<file path="config.mk">
export PLATFORM = sky130hd
export DESIGN_NAME = sfc_queue_crc
export DESIGN_NICKNAME = d
export VERILOG_FILES = /design/src/sfc_pkg.sv /design/src/sfc_queue_crc.sv
export SDC_FILE = /design/constraint.sdc
export NUM_CORES = 1
export LEC_CHECK = 0
export BUFFER_PORTS_ARGS = -buffer_cell sky130_fd_sc_hd__buf_2
export CAP_MARGIN = 0
export CORE_ASPECT_RATIO = 1.2
export CORE_UTILIZATION = 35
export DETAILED_ROUTE_END_ITERATION = 8
export HOLD_SLACK_MARGIN = 0.1
export SYNTH_ARGS = -nofsm -noshare
export SYNTH_HDL_FRONTEND = slang
export SYNTH_SLANG_ARGS = --single-unit
</file>
<file path="constraint.sdc">
create_clock -name clk_in -period 5.1 [get_ports clk_in]
set_clock_uncertainty 0.15 [all_clocks]
set_input_delay 0.765 -clock clk_in [delete_from_list [all_inputs] [get_ports clk_in]]
set_output_delay 0.765 -clock clk_in [all_outputs]
set_load 0.1 [all_outputs]
</file>
<file path="src/sfc_pkg.sv">
/*
 * Shared constants and carrier types for the shared byte queue with CRC engine.
 * Assumes a single 25 MHz clock domain; no register bus, all controls are plain ports.
 */
package sfc_pkg;

	localparam int QUEUE_DEPTH = 64;
	localparam int PTR_W = 6;
	localparam int COUNT_W = 7;
	localparam int THRESH_W = 6;
	localparam int CRC_W = 16;

	localparam logic [COUNT_W-1:0] COUNT_FULL = 7'h40;
	localparam logic [COUNT_W-1:0] COUNT_ZERO = 7'h00;
	localparam logic [PTR_W-1:0] PTR_ZERO = 6'h00;
	localparam logic [PTR_W-1:0] PTR_STEP = 6'h01;
	localparam logic [COUNT_W-1:0] COUNT_STEP = 7'h01;

	localparam logic [1:0] SEED_SEL_ZERO = 2'h0;
	localparam logic [1:0] SEED_SEL_6363 = 2'h1;
	localparam logic [1:0] SEED_SEL_A671 = 2'h2;
	localparam logic [CRC_W-1:0] CRC_SEED_0 = 16'h0000;
	localparam logic [CRC_W-1:0] CRC_SEED_1 = 16'h6363;
	localparam logic [CRC_W-1:0] CRC_SEED_2 = 16'ha671;
	localparam logic [CRC_W-1:0] CRC_SEED_3 = 16'hffff;
	localparam logic [CRC_W-1:0] CRC_POLY_REFL = 16'h8408;
	localparam logic [CRC_W-1:0] CRC_POLY_NORM = 16'h1021;
	localparam logic [2:0] BIT_LAST = 3'h7;
	localparam logic [2:0] BIT_ZERO = 3'h0;

	typedef enum logic [1:0]
	{
		SFC_CRC_IDLE = 2'b00,
		SFC_CRC_FETCH = 2'b01,
		SFC_CRC_SHIFT = 2'b10
	} sfc_crc_state_e;

	typedef struct packed
	{
		logic [1:0] seed_select;
		logic bit_order;
	} sfc_crc_cfg_s;

	typedef struct packed
	{
		logic near_full_flag;
		logic near_empty_flag;
		logic overflow_error;
		logic [COUNT_W-1:0] queue_count;
	} sfc_status_s;

endpackage : sfc_pkg

</file>
<file path="src/sfc_queue_crc.sv">
/*
 * Shared 64-byte queue between the host port and internal command logic, with a
 * 16-bit CRC engine that drains the queue. Assumes host and command logic share clk_in.
 */
`timescale 1ns/1ps
// Overview of operation
// - One queue of 64 byte-wide entries shared by host and command logic.
// - A host write stores the byte at the write pointer, then advances it.
// - A host read returns the byte at the read pointer, then advances it.
// - A seven-bit count of stored bytes is readable by the host.
// - Running commands may read or write the same queue.
// - Clearing resets both pointers, zeroes the count and clears overflow unless a write meets a full queue in the same cycle.
// - Overflow stays set until a clear; nothing else clears it.
// - Near-full is set when free space is at most the threshold.
// - Near-empty is set when the count is at most the threshold.
// - Enabled near-empty rising edge activates the interrupt output.
// - Enabled near-full rising edge activates the interrupt output.
// - Enabled events set a pending bit; interrupt pin drives only if activated.
// - Two-bit select picks CRC seed 0000h, 6363h, a671h or ffffh.
// - CRC uses polynomial x^16 + x^12 + x^5 + 1.
// - CRC result reads as separate upper and lower bytes.
// - With bit order set, CRC takes each byte most significant bit first.
// - When the queue is drained the CRC ready and done request flags set.
module sfc_queue_crc #(
	parameter int DEPTH = sfc_pkg::QUEUE_DEPTH
)
(
	// Clock, reset and enable.
	input wire logic clk_in,
	input wire logic nrst_in,
	input wire logic clk_en_in,
	// Host data port.
	input wire logic host_wr_in,
	input wire logic [7:0] host_wdata_in,
	input wire logic host_rd_in,
	output logic [7:0] host_rdata_out,
	// Internal command logic port.
	input wire logic cmd_wr_in,
	input wire logic [7:0] cmd_wdata_in,
	input wire logic cmd_rd_in,
	output logic [7:0] cmd_rdata_out,
	// Control and configuration.
	input wire logic queue_clear_in,
	input wire logic [sfc_pkg::THRESH_W-1:0] threshold_in,
	input wire logic near_empty_irq_enable_in,
	input wire logic near_full_irq_enable_in,
	input wire logic irq_activate_in,
	input wire logic pending_clear_in,
	input wire sfc_pkg::sfc_crc_cfg_s crc_cfg_in,
	input wire logic crc_start_in,
	input wire logic crc_done_clear_in,
	// Status.
	output sfc_pkg::sfc_status_s status_out,
	output logic pending_out,
	output logic irq_out,
	output logic [7:0] crc_output_hi_out,
	output logic [7:0] crc_output_lo_out,
	output logic crc_done_flag_out,
	output logic crc_done_request_out
);

	logic [7:0] mem_r [DEPTH];
	logic [sfc_pkg::PTR_W-1:0] wptr_r, wptr_nxt;
	logic [sfc_pkg::PTR_W-1:0] rptr_r, rptr_nxt;
	logic [sfc_pkg::COUNT_W-1:0] count_r, count_nxt;
	logic ovf_r, ovf_nxt;
	logic nf_r, nf_nxt;
	logic ne_r, ne_nxt;
	logic pend_r, pend_nxt;
	logic irq_r, irq_nxt;
	logic [7:0] hrd_r, hrd_nxt;
	logic [7:0] crd_r, crd_nxt;
	logic do_wr, do_rd, crc_rd;
	logic [7:0] wr_byte;
	logic [sfc_pkg::COUNT_W-1:0] free_cnt;

	sfc_pkg::sfc_crc_state_e cst_r, cst_nxt;
	logic [sfc_pkg::CRC_W-1:0] crc_r, crc_nxt;
	logic [7:0] sh_r, sh_nxt;
	logic [2:0] bit_r, bit_nxt;
	logic done_r, done_nxt;
	logic req_r, req_nxt;
	logic msb_r, msb_nxt;
	logic fb;

	// Queue pointer, count and flag logic.
	always_comb
	begin
		wptr_nxt = wptr_r;
		rptr_nxt = rptr_r;
		count_nxt = count_r;
		ovf_nxt = ovf_r;
		hrd_nxt = hrd_r;
		crd_nxt = crd_r;
		pend_nxt = pend_r;
		irq_nxt = irq_r;
		wr_byte = host_wr_in ? host_wdata_in : cmd_wdata_in;
		crc_rd = (cst_r == sfc_pkg::SFC_CRC_FETCH) && (count_r != sfc_pkg::COUNT_ZERO);
		do_wr = (host_wr_in || cmd_wr_in) && (count_r != sfc_pkg::COUNT_FULL);
		do_rd = (host_rd_in || cmd_rd_in || crc_rd) &&
			(count_r != sfc_pkg::COUNT_ZERO);
		if (host_rd_in)
		begin
			hrd_nxt = mem_r[rptr_r];
		end
		if (cmd_rd_in)
		begin
			crd_nxt = mem_r[rptr_r];
		end
		if (do_wr)
		begin
			wptr_nxt = wptr_r + sfc_pkg::PTR_STEP;
		end
		if (do_rd)
		begin
			rptr_nxt = rptr_r + sfc_pkg::PTR_STEP;
		end
		if (do_wr && !do_rd)
		begin
			count_nxt = count_r + sfc_pkg::COUNT_STEP;
		end
		else if (do_rd && !do_wr)
		begin
			count_nxt = count_r - sfc_pkg::COUNT_STEP;
		end
		if (queue_clear_in)
		begin
			wptr_nxt = sfc_pkg::PTR_ZERO;
			rptr_nxt = sfc_pkg::PTR_ZERO;
			count_nxt = sfc_pkg::COUNT_ZERO;
			ovf_nxt = 1'b0;
		end
		if ((host_wr_in || cmd_wr_in) && (count_r == sfc_pkg::COUNT_FULL))
		begin
			ovf_nxt = 1'b1;
		end
		free_cnt = sfc_pkg::COUNT_FULL - count_nxt;
		nf_nxt = free_cnt <= {1'b0, threshold_in};
		ne_nxt = count_nxt <= {1'b0, threshold_in};
		if (pending_clear_in)
		begin
			pend_nxt = 1'b0;
		end
		if ((near_empty_irq_enable_in && ne_nxt && !ne_r) ||
			(near_full_irq_enable_in && nf_nxt && !nf_r))
		begin
			pend_nxt = 1'b1;
		end
		irq_nxt = pend_nxt && irq_activate_in;
	end

	always_ff @(posedge clk_in or negedge nrst_in)
	begin
		if (!nrst_in)
		begin
			wptr_r <= sfc_pkg::PTR_ZERO;
			rptr_r <= sfc_pkg::PTR_ZERO;
			count_r <= sfc_pkg::COUNT_ZERO;
			ovf_r <= 1'b0;
			nf_r <= 1'b0;
			ne_r <= 1'b1;
			pend_r <= 1'b0;
			irq_r <= 1'b0;
			hrd_r <= 8'h00;
			crd_r <= 8'h00;
		end
		else if (clk_en_in)
		begin
			wptr_r <= wptr_nxt;
			rptr_r <= rptr_nxt;
			count_r <= count_nxt;
			ovf_r <= ovf_nxt;
			nf_r <= nf_nxt;
			ne_r <= ne_nxt;
			pend_r <= pend_nxt;
			irq_r <= irq_nxt;
			hrd_r <= hrd_nxt;
			crd_r <= crd_nxt;
		end
	end

	// Storage array; written at the write pointer only when not full.
	always_ff @(posedge clk_in)
	begin
		if (clk_en_in && do_wr && !queue_clear_in)
		begin
			mem_r[wptr_r] <= wr_byte;
		end
	end

	// CRC engine: one bit per cycle, draining the queue until empty.
	always_comb
	begin
		cst_nxt = cst_r;
		crc_nxt = crc_r;
		sh_nxt = sh_r;
		bit_nxt = bit_r;
		done_nxt = done_r;
		req_nxt = req_r;
		msb_nxt = msb_r;
		fb = 1'b0;
		if (crc_done_clear_in)
		begin
			req_nxt = 1'b0;
		end
		case (cst_r)
			sfc_pkg::SFC_CRC_IDLE:
			begin
				if (crc_start_in)
				begin
					msb_nxt = crc_cfg_in.bit_order;
					done_nxt = 1'b0;
					cst_nxt = sfc_pkg::SFC_CRC_FETCH;
					case (crc_cfg_in.seed_select)
						sfc_pkg::SEED_SEL_ZERO: crc_nxt = sfc_pkg::CRC_SEED_0;
						sfc_pkg::SEED_SEL_6363: crc_nxt = sfc_pkg::CRC_SEED_1;
						sfc_pkg::SEED_SEL_A671: crc_nxt = sfc_pkg::CRC_SEED_2;
						default: crc_nxt = sfc_pkg::CRC_SEED_3;
					endcase
				end
			end
			sfc_pkg::SFC_CRC_FETCH:
			begin
				if (queue_clear_in || count_r == sfc_pkg::COUNT_ZERO)
				begin
					done_nxt = 1'b1;
					req_nxt = 1'b1;
					cst_nxt = sfc_pkg::SFC_CRC_IDLE;
				end
				else
				begin
					sh_nxt = mem_r[rptr_r];
					bit_nxt = sfc_pkg::BIT_ZERO;
					cst_nxt = sfc_pkg::SFC_CRC_SHIFT;
				end
			end
			sfc_pkg::SFC_CRC_SHIFT:
			begin
				if (msb_r)
				begin
					fb = crc_r[15] ^ sh_r[7];
					crc_nxt = {crc_r[14:0], 1'b0} ^ (fb ? sfc_pkg::CRC_POLY_NORM : '0);
					sh_nxt = {sh_r[6:0], 1'b0};
				end
				else
				begin
					fb = crc_r[0] ^ sh_r[0];
					crc_nxt = {1'b0, crc_r[15:1]} ^ (fb ? sfc_pkg::CRC_POLY_REFL : '0);
					sh_nxt = {1'b0, sh_r[7:1]};
				end
				bit_nxt = bit_r + 3'h1;
				if (bit_r == sfc_pkg::BIT_LAST)
				begin
					cst_nxt = sfc_pkg::SFC_CRC_FETCH;
				end
			end
			default:
			begin
				cst_nxt = sfc_pkg::SFC_CRC_IDLE;
			end
		endcase
	end

	always_ff @(posedge clk_in or negedge nrst_in)
	begin
		if (!nrst_in)
		begin
			cst_r <= sfc_pkg::SFC_CRC_IDLE;
			crc_r <= sfc_pkg::CRC_SEED_0;
			sh_r <= 8'h00;
			bit_r <= sfc_pkg::BIT_ZERO;
			done_r <= 1'b0;
			req_r <= 1'b0;
			msb_r <= 1'b0;
		end
		else if (clk_en_in)
		begin
			cst_r <= cst_nxt;
			crc_r <= crc_nxt;
			sh_r <= sh_nxt;
			bit_r <= bit_nxt;
			done_r <= done_nxt;
			req_r <= req_nxt;
			msb_r <= msb_nxt;
		end
	end

	assign host_rdata_out = hrd_r;
	assign cmd_rdata_out = crd_r;
	assign status_out = '{near_full_flag: nf_r, near_empty_flag: ne_r,
		overflow_error: ovf_r, queue_count: count_r};
	assign pending_out = pend_r;
	assign irq_out = irq_r;
	assign crc_output_hi_out = crc_r[15:8];
	assign crc_output_lo_out = crc_r[7:0];
	assign crc_done_flag_out = done_r;
	assign crc_done_request_out = req_r;

endmodule : sfc_queue_crc

</file>
==> flow_summary.yaml <==
outcome:
  status: "complete, no violations"
die:
  die-area_um2: 70200
  ioPinCount: 85
  row_count: 105
  die_w_um: 242
  coreArea_um2: 68300
  die_h_um: 290
  initial_utilization_pct: 35.4
worst_setup_path:
  critPathCaptureType: "flip-flop"
  rr_worst_depth: 17
  r2r-end: "irq_out"
  r2r_setup_slack_ns: 0.65
  crit_arrival_ns: 4.79
  r2r-start: "count_r[1]"
  worstPathMaxFanout: 11
  worst-setup-path-type: "reg2reg"
  cp-start-kind: "flip-flop"
  required_ns: 5.44
timing:
  post-route-period-util_pct: 87.3
  hold_slack_ns: 0.150
  relSlewSlack_pct: 27.2
  hold_viol_final: 0
  grt_setup_unrepaired: "false"
  tightest_slew_ns: 1.09
  fmax_ghz: 0.225
  setup_viol: 0
  fin_tns_setup_ns: 0
  report.final.slew_viol_count: 0
  period_needed_ns: 4.45
grt:
  grt_max_degree: 90
  grt_pass1_vias: 12900
  grt-ovfl-total: 0
  grt_pass1_wl_um: 84300
  grt_usage_pct: 16.0
  antenna_found_initial: 0
cts:
  clk_pin_slew_worst_paths_ns: 0.06
  worst_skew_pair.late_latency_ns: 0.62
  cts.sinks: 584
  post_cts_resized: 0
  post_cts_buffers: 0
  htreeDepth: 2
  cts_root_buf: "clkbuf_16"
  hold_buffers: 0
  cts_tree: "built"
  cts_buffers: 55
  cts_buffer_depth: 3
logic_synthesis:
  synth_flop_cell: "edfxtp_1"
  synth_nets: 1382
  yosysUniqueCellTypes: 60
  async_flop_share_pct: 12.3
  postSynthCellCount: 1326
  yosys_warnings: 0
  synth-seq-cells: 584
  synth_edf_count: 512
  synth_seq_area_share_pct: 71.0
  yosysTopAreaCell: "edfxtp_1"
  syn-mean-instance-area_um2: 18.2
  yosysTopAreaCellShare_pct: 63.6
  netlist_area_um2: 24200
  synth_area_leaders: "edfxtp_1 (64%), mux4_2 (14%), dfrtp_1 (7.3%)"
pwr:
  p_int_w: 0.00973
  ir_drop_uv: 585
  leakage_nw: 9.09
  p_seq_share_pct: 39.2
  swShare_pct: 35.2
  p_per_area_nw_per_um2: 543
  p_comb_share_pct: 33.2
  netSwitchingPower_w: 0.00530
  clockPowerShare_pct: 27.5
finish:
  area_delta_synth_final_pct: 14.4
  final_cell_area_um2: 27700
  final_cell_mix: "edfxtp_1 (512), mux4_2 (154), nor2_1 (116), buf_2 (83), dfrtp_1 (69)"
  drive_gt1_share_pct: 28.6
  utilization_pct: 40.5
  final_nets: 1500
  mostFrequentLayoutCell: "edfxtp_1"
  n_antenna_cell: 0
route:
  wl_per_cell_um: 23.3
  routed_via_density: 5.33
  vias: 12800
  postRouteAntennaNets: 0
  drc_errors: 0
  drt_first_pass_iters: 5
  drt_wl_total_um: 55900
  drtIter0Drc: 1155
placed_design:
  dpl-instance-area_um2: 25900
  hpwlAfterDp_um: 35800
  globalplace.congestion: 0.873
  io_buffers: 84
run:
  maxCapViolCount: 0
hold_path:
  hold_path_class: "in2async"
synth_stat cells (17+ instances only):
cell type / n
a21oi_1: 37
buf_2: 19
clkbuf_1: 44
dfrtp_1: 71
edfxtp_1: 512
ha_1: 17
inv_1: 19
mux2_2: 40
mux2i_1: 33
mux4_2: 154
nand2_1: 58
nor2_1: 116
o21ai_0: 32
per-layer routing:
layer  wire length (µm)  track usage [%]  vias up
met5                  0                0        -
met4               1580             5.00        0
met3               2750             2.21      102
met1              23700             21.4     6689
li1                   -                -     5564
met2              27800             26.8      419
kinds of logic after synthesis:
kind of cell,share of synthesized area [%]
buffers and inverters,1.70
adder cells (fa/ha/maj),0.879
multiplexers,17.6
AO/OA/AOI/OAI,3.56
XOR/XNOR,0.574
flip-flops,71.0
AND/OR/NAND/NOR,4.70
state kept, by name (all words and copies together), names as in the netlist, 2 cells and up:
register        cells
host_rdata_out      8
crc_r              16
rptr_r              6
mem_r             512
cmd_rdata_out       8
count_r             7
sh_r                8
cst_r               2
wptr_r              6
bit_r               3
worst max-delay path by stage:
stage	slack (ns)	depth (start not counted)	to	startpoint
after floorplan	0.69	18	irq_out	count_r[1]
after global placement	0.82	17	irq_out	host_wr_in
after detailed placement	0.66	17	irq_out	host_wr_in
after CTS	0.70	17	irq_out	count_r[1]
after global routing	0.28	17	irq_out	count_r[1]
final	0.65	17	irq_out	count_r[1]
per-stage QoR:
stage               std cells  power (W)  worst slack, ns
finish                   2396     0.0150            0.647
floorplan                1326    0.00976            0.694
global placement         2296     0.0110            0.818
global route             2396     0.0156            0.281
detailed placement       2296     0.0110            0.657
CTS                      2396     0.0152            0.704
power by group through the flow:
stage / logic [W] / clock network (W) / registers, W
floorplan: 0.00294 / 0 / 0.00683
global placement: 0.00499 / 0 / 0.00599
detailed placement: 0.00504 / 0 / 0.00600
CTS: 0.00505 / 0.00420 / 0.00590
global route: 0.00530 / 0.00436 / 0.00595
finish: 0.00500 / 0.00414 / 0.00590
final cells by class:
type                    count  area (µm²)
clock buffers              63        1430
clock inverters            37         383
fillers                  6112       40600
inverters                  21        78.8
multi-input cells         644        6600
flip-flops and latches    584       17200
well taps                 909        1140
repair buffers            138         866
worst max-delay path, stage by stage (launching register included):
cell     delay, ns
dfrtp_1       0.50
inv_1         0.12
ha_1          0.20
nor4b_4       0.39
and2b_1       0.28
o21ai_0       0.14
a32oi_1       0.23
mux2i_1       0.48
inv_1         0.12
or4b_1        0.50
xor2_1        0.16
ha_1          0.30
nand2_1       0.07
o22ai_1       0.08
a21oi_1       0.28
nor3_1        0.09
mux2i_1       0.17
o21ai_1       0.08
Power figures use the tool's default switching activity.
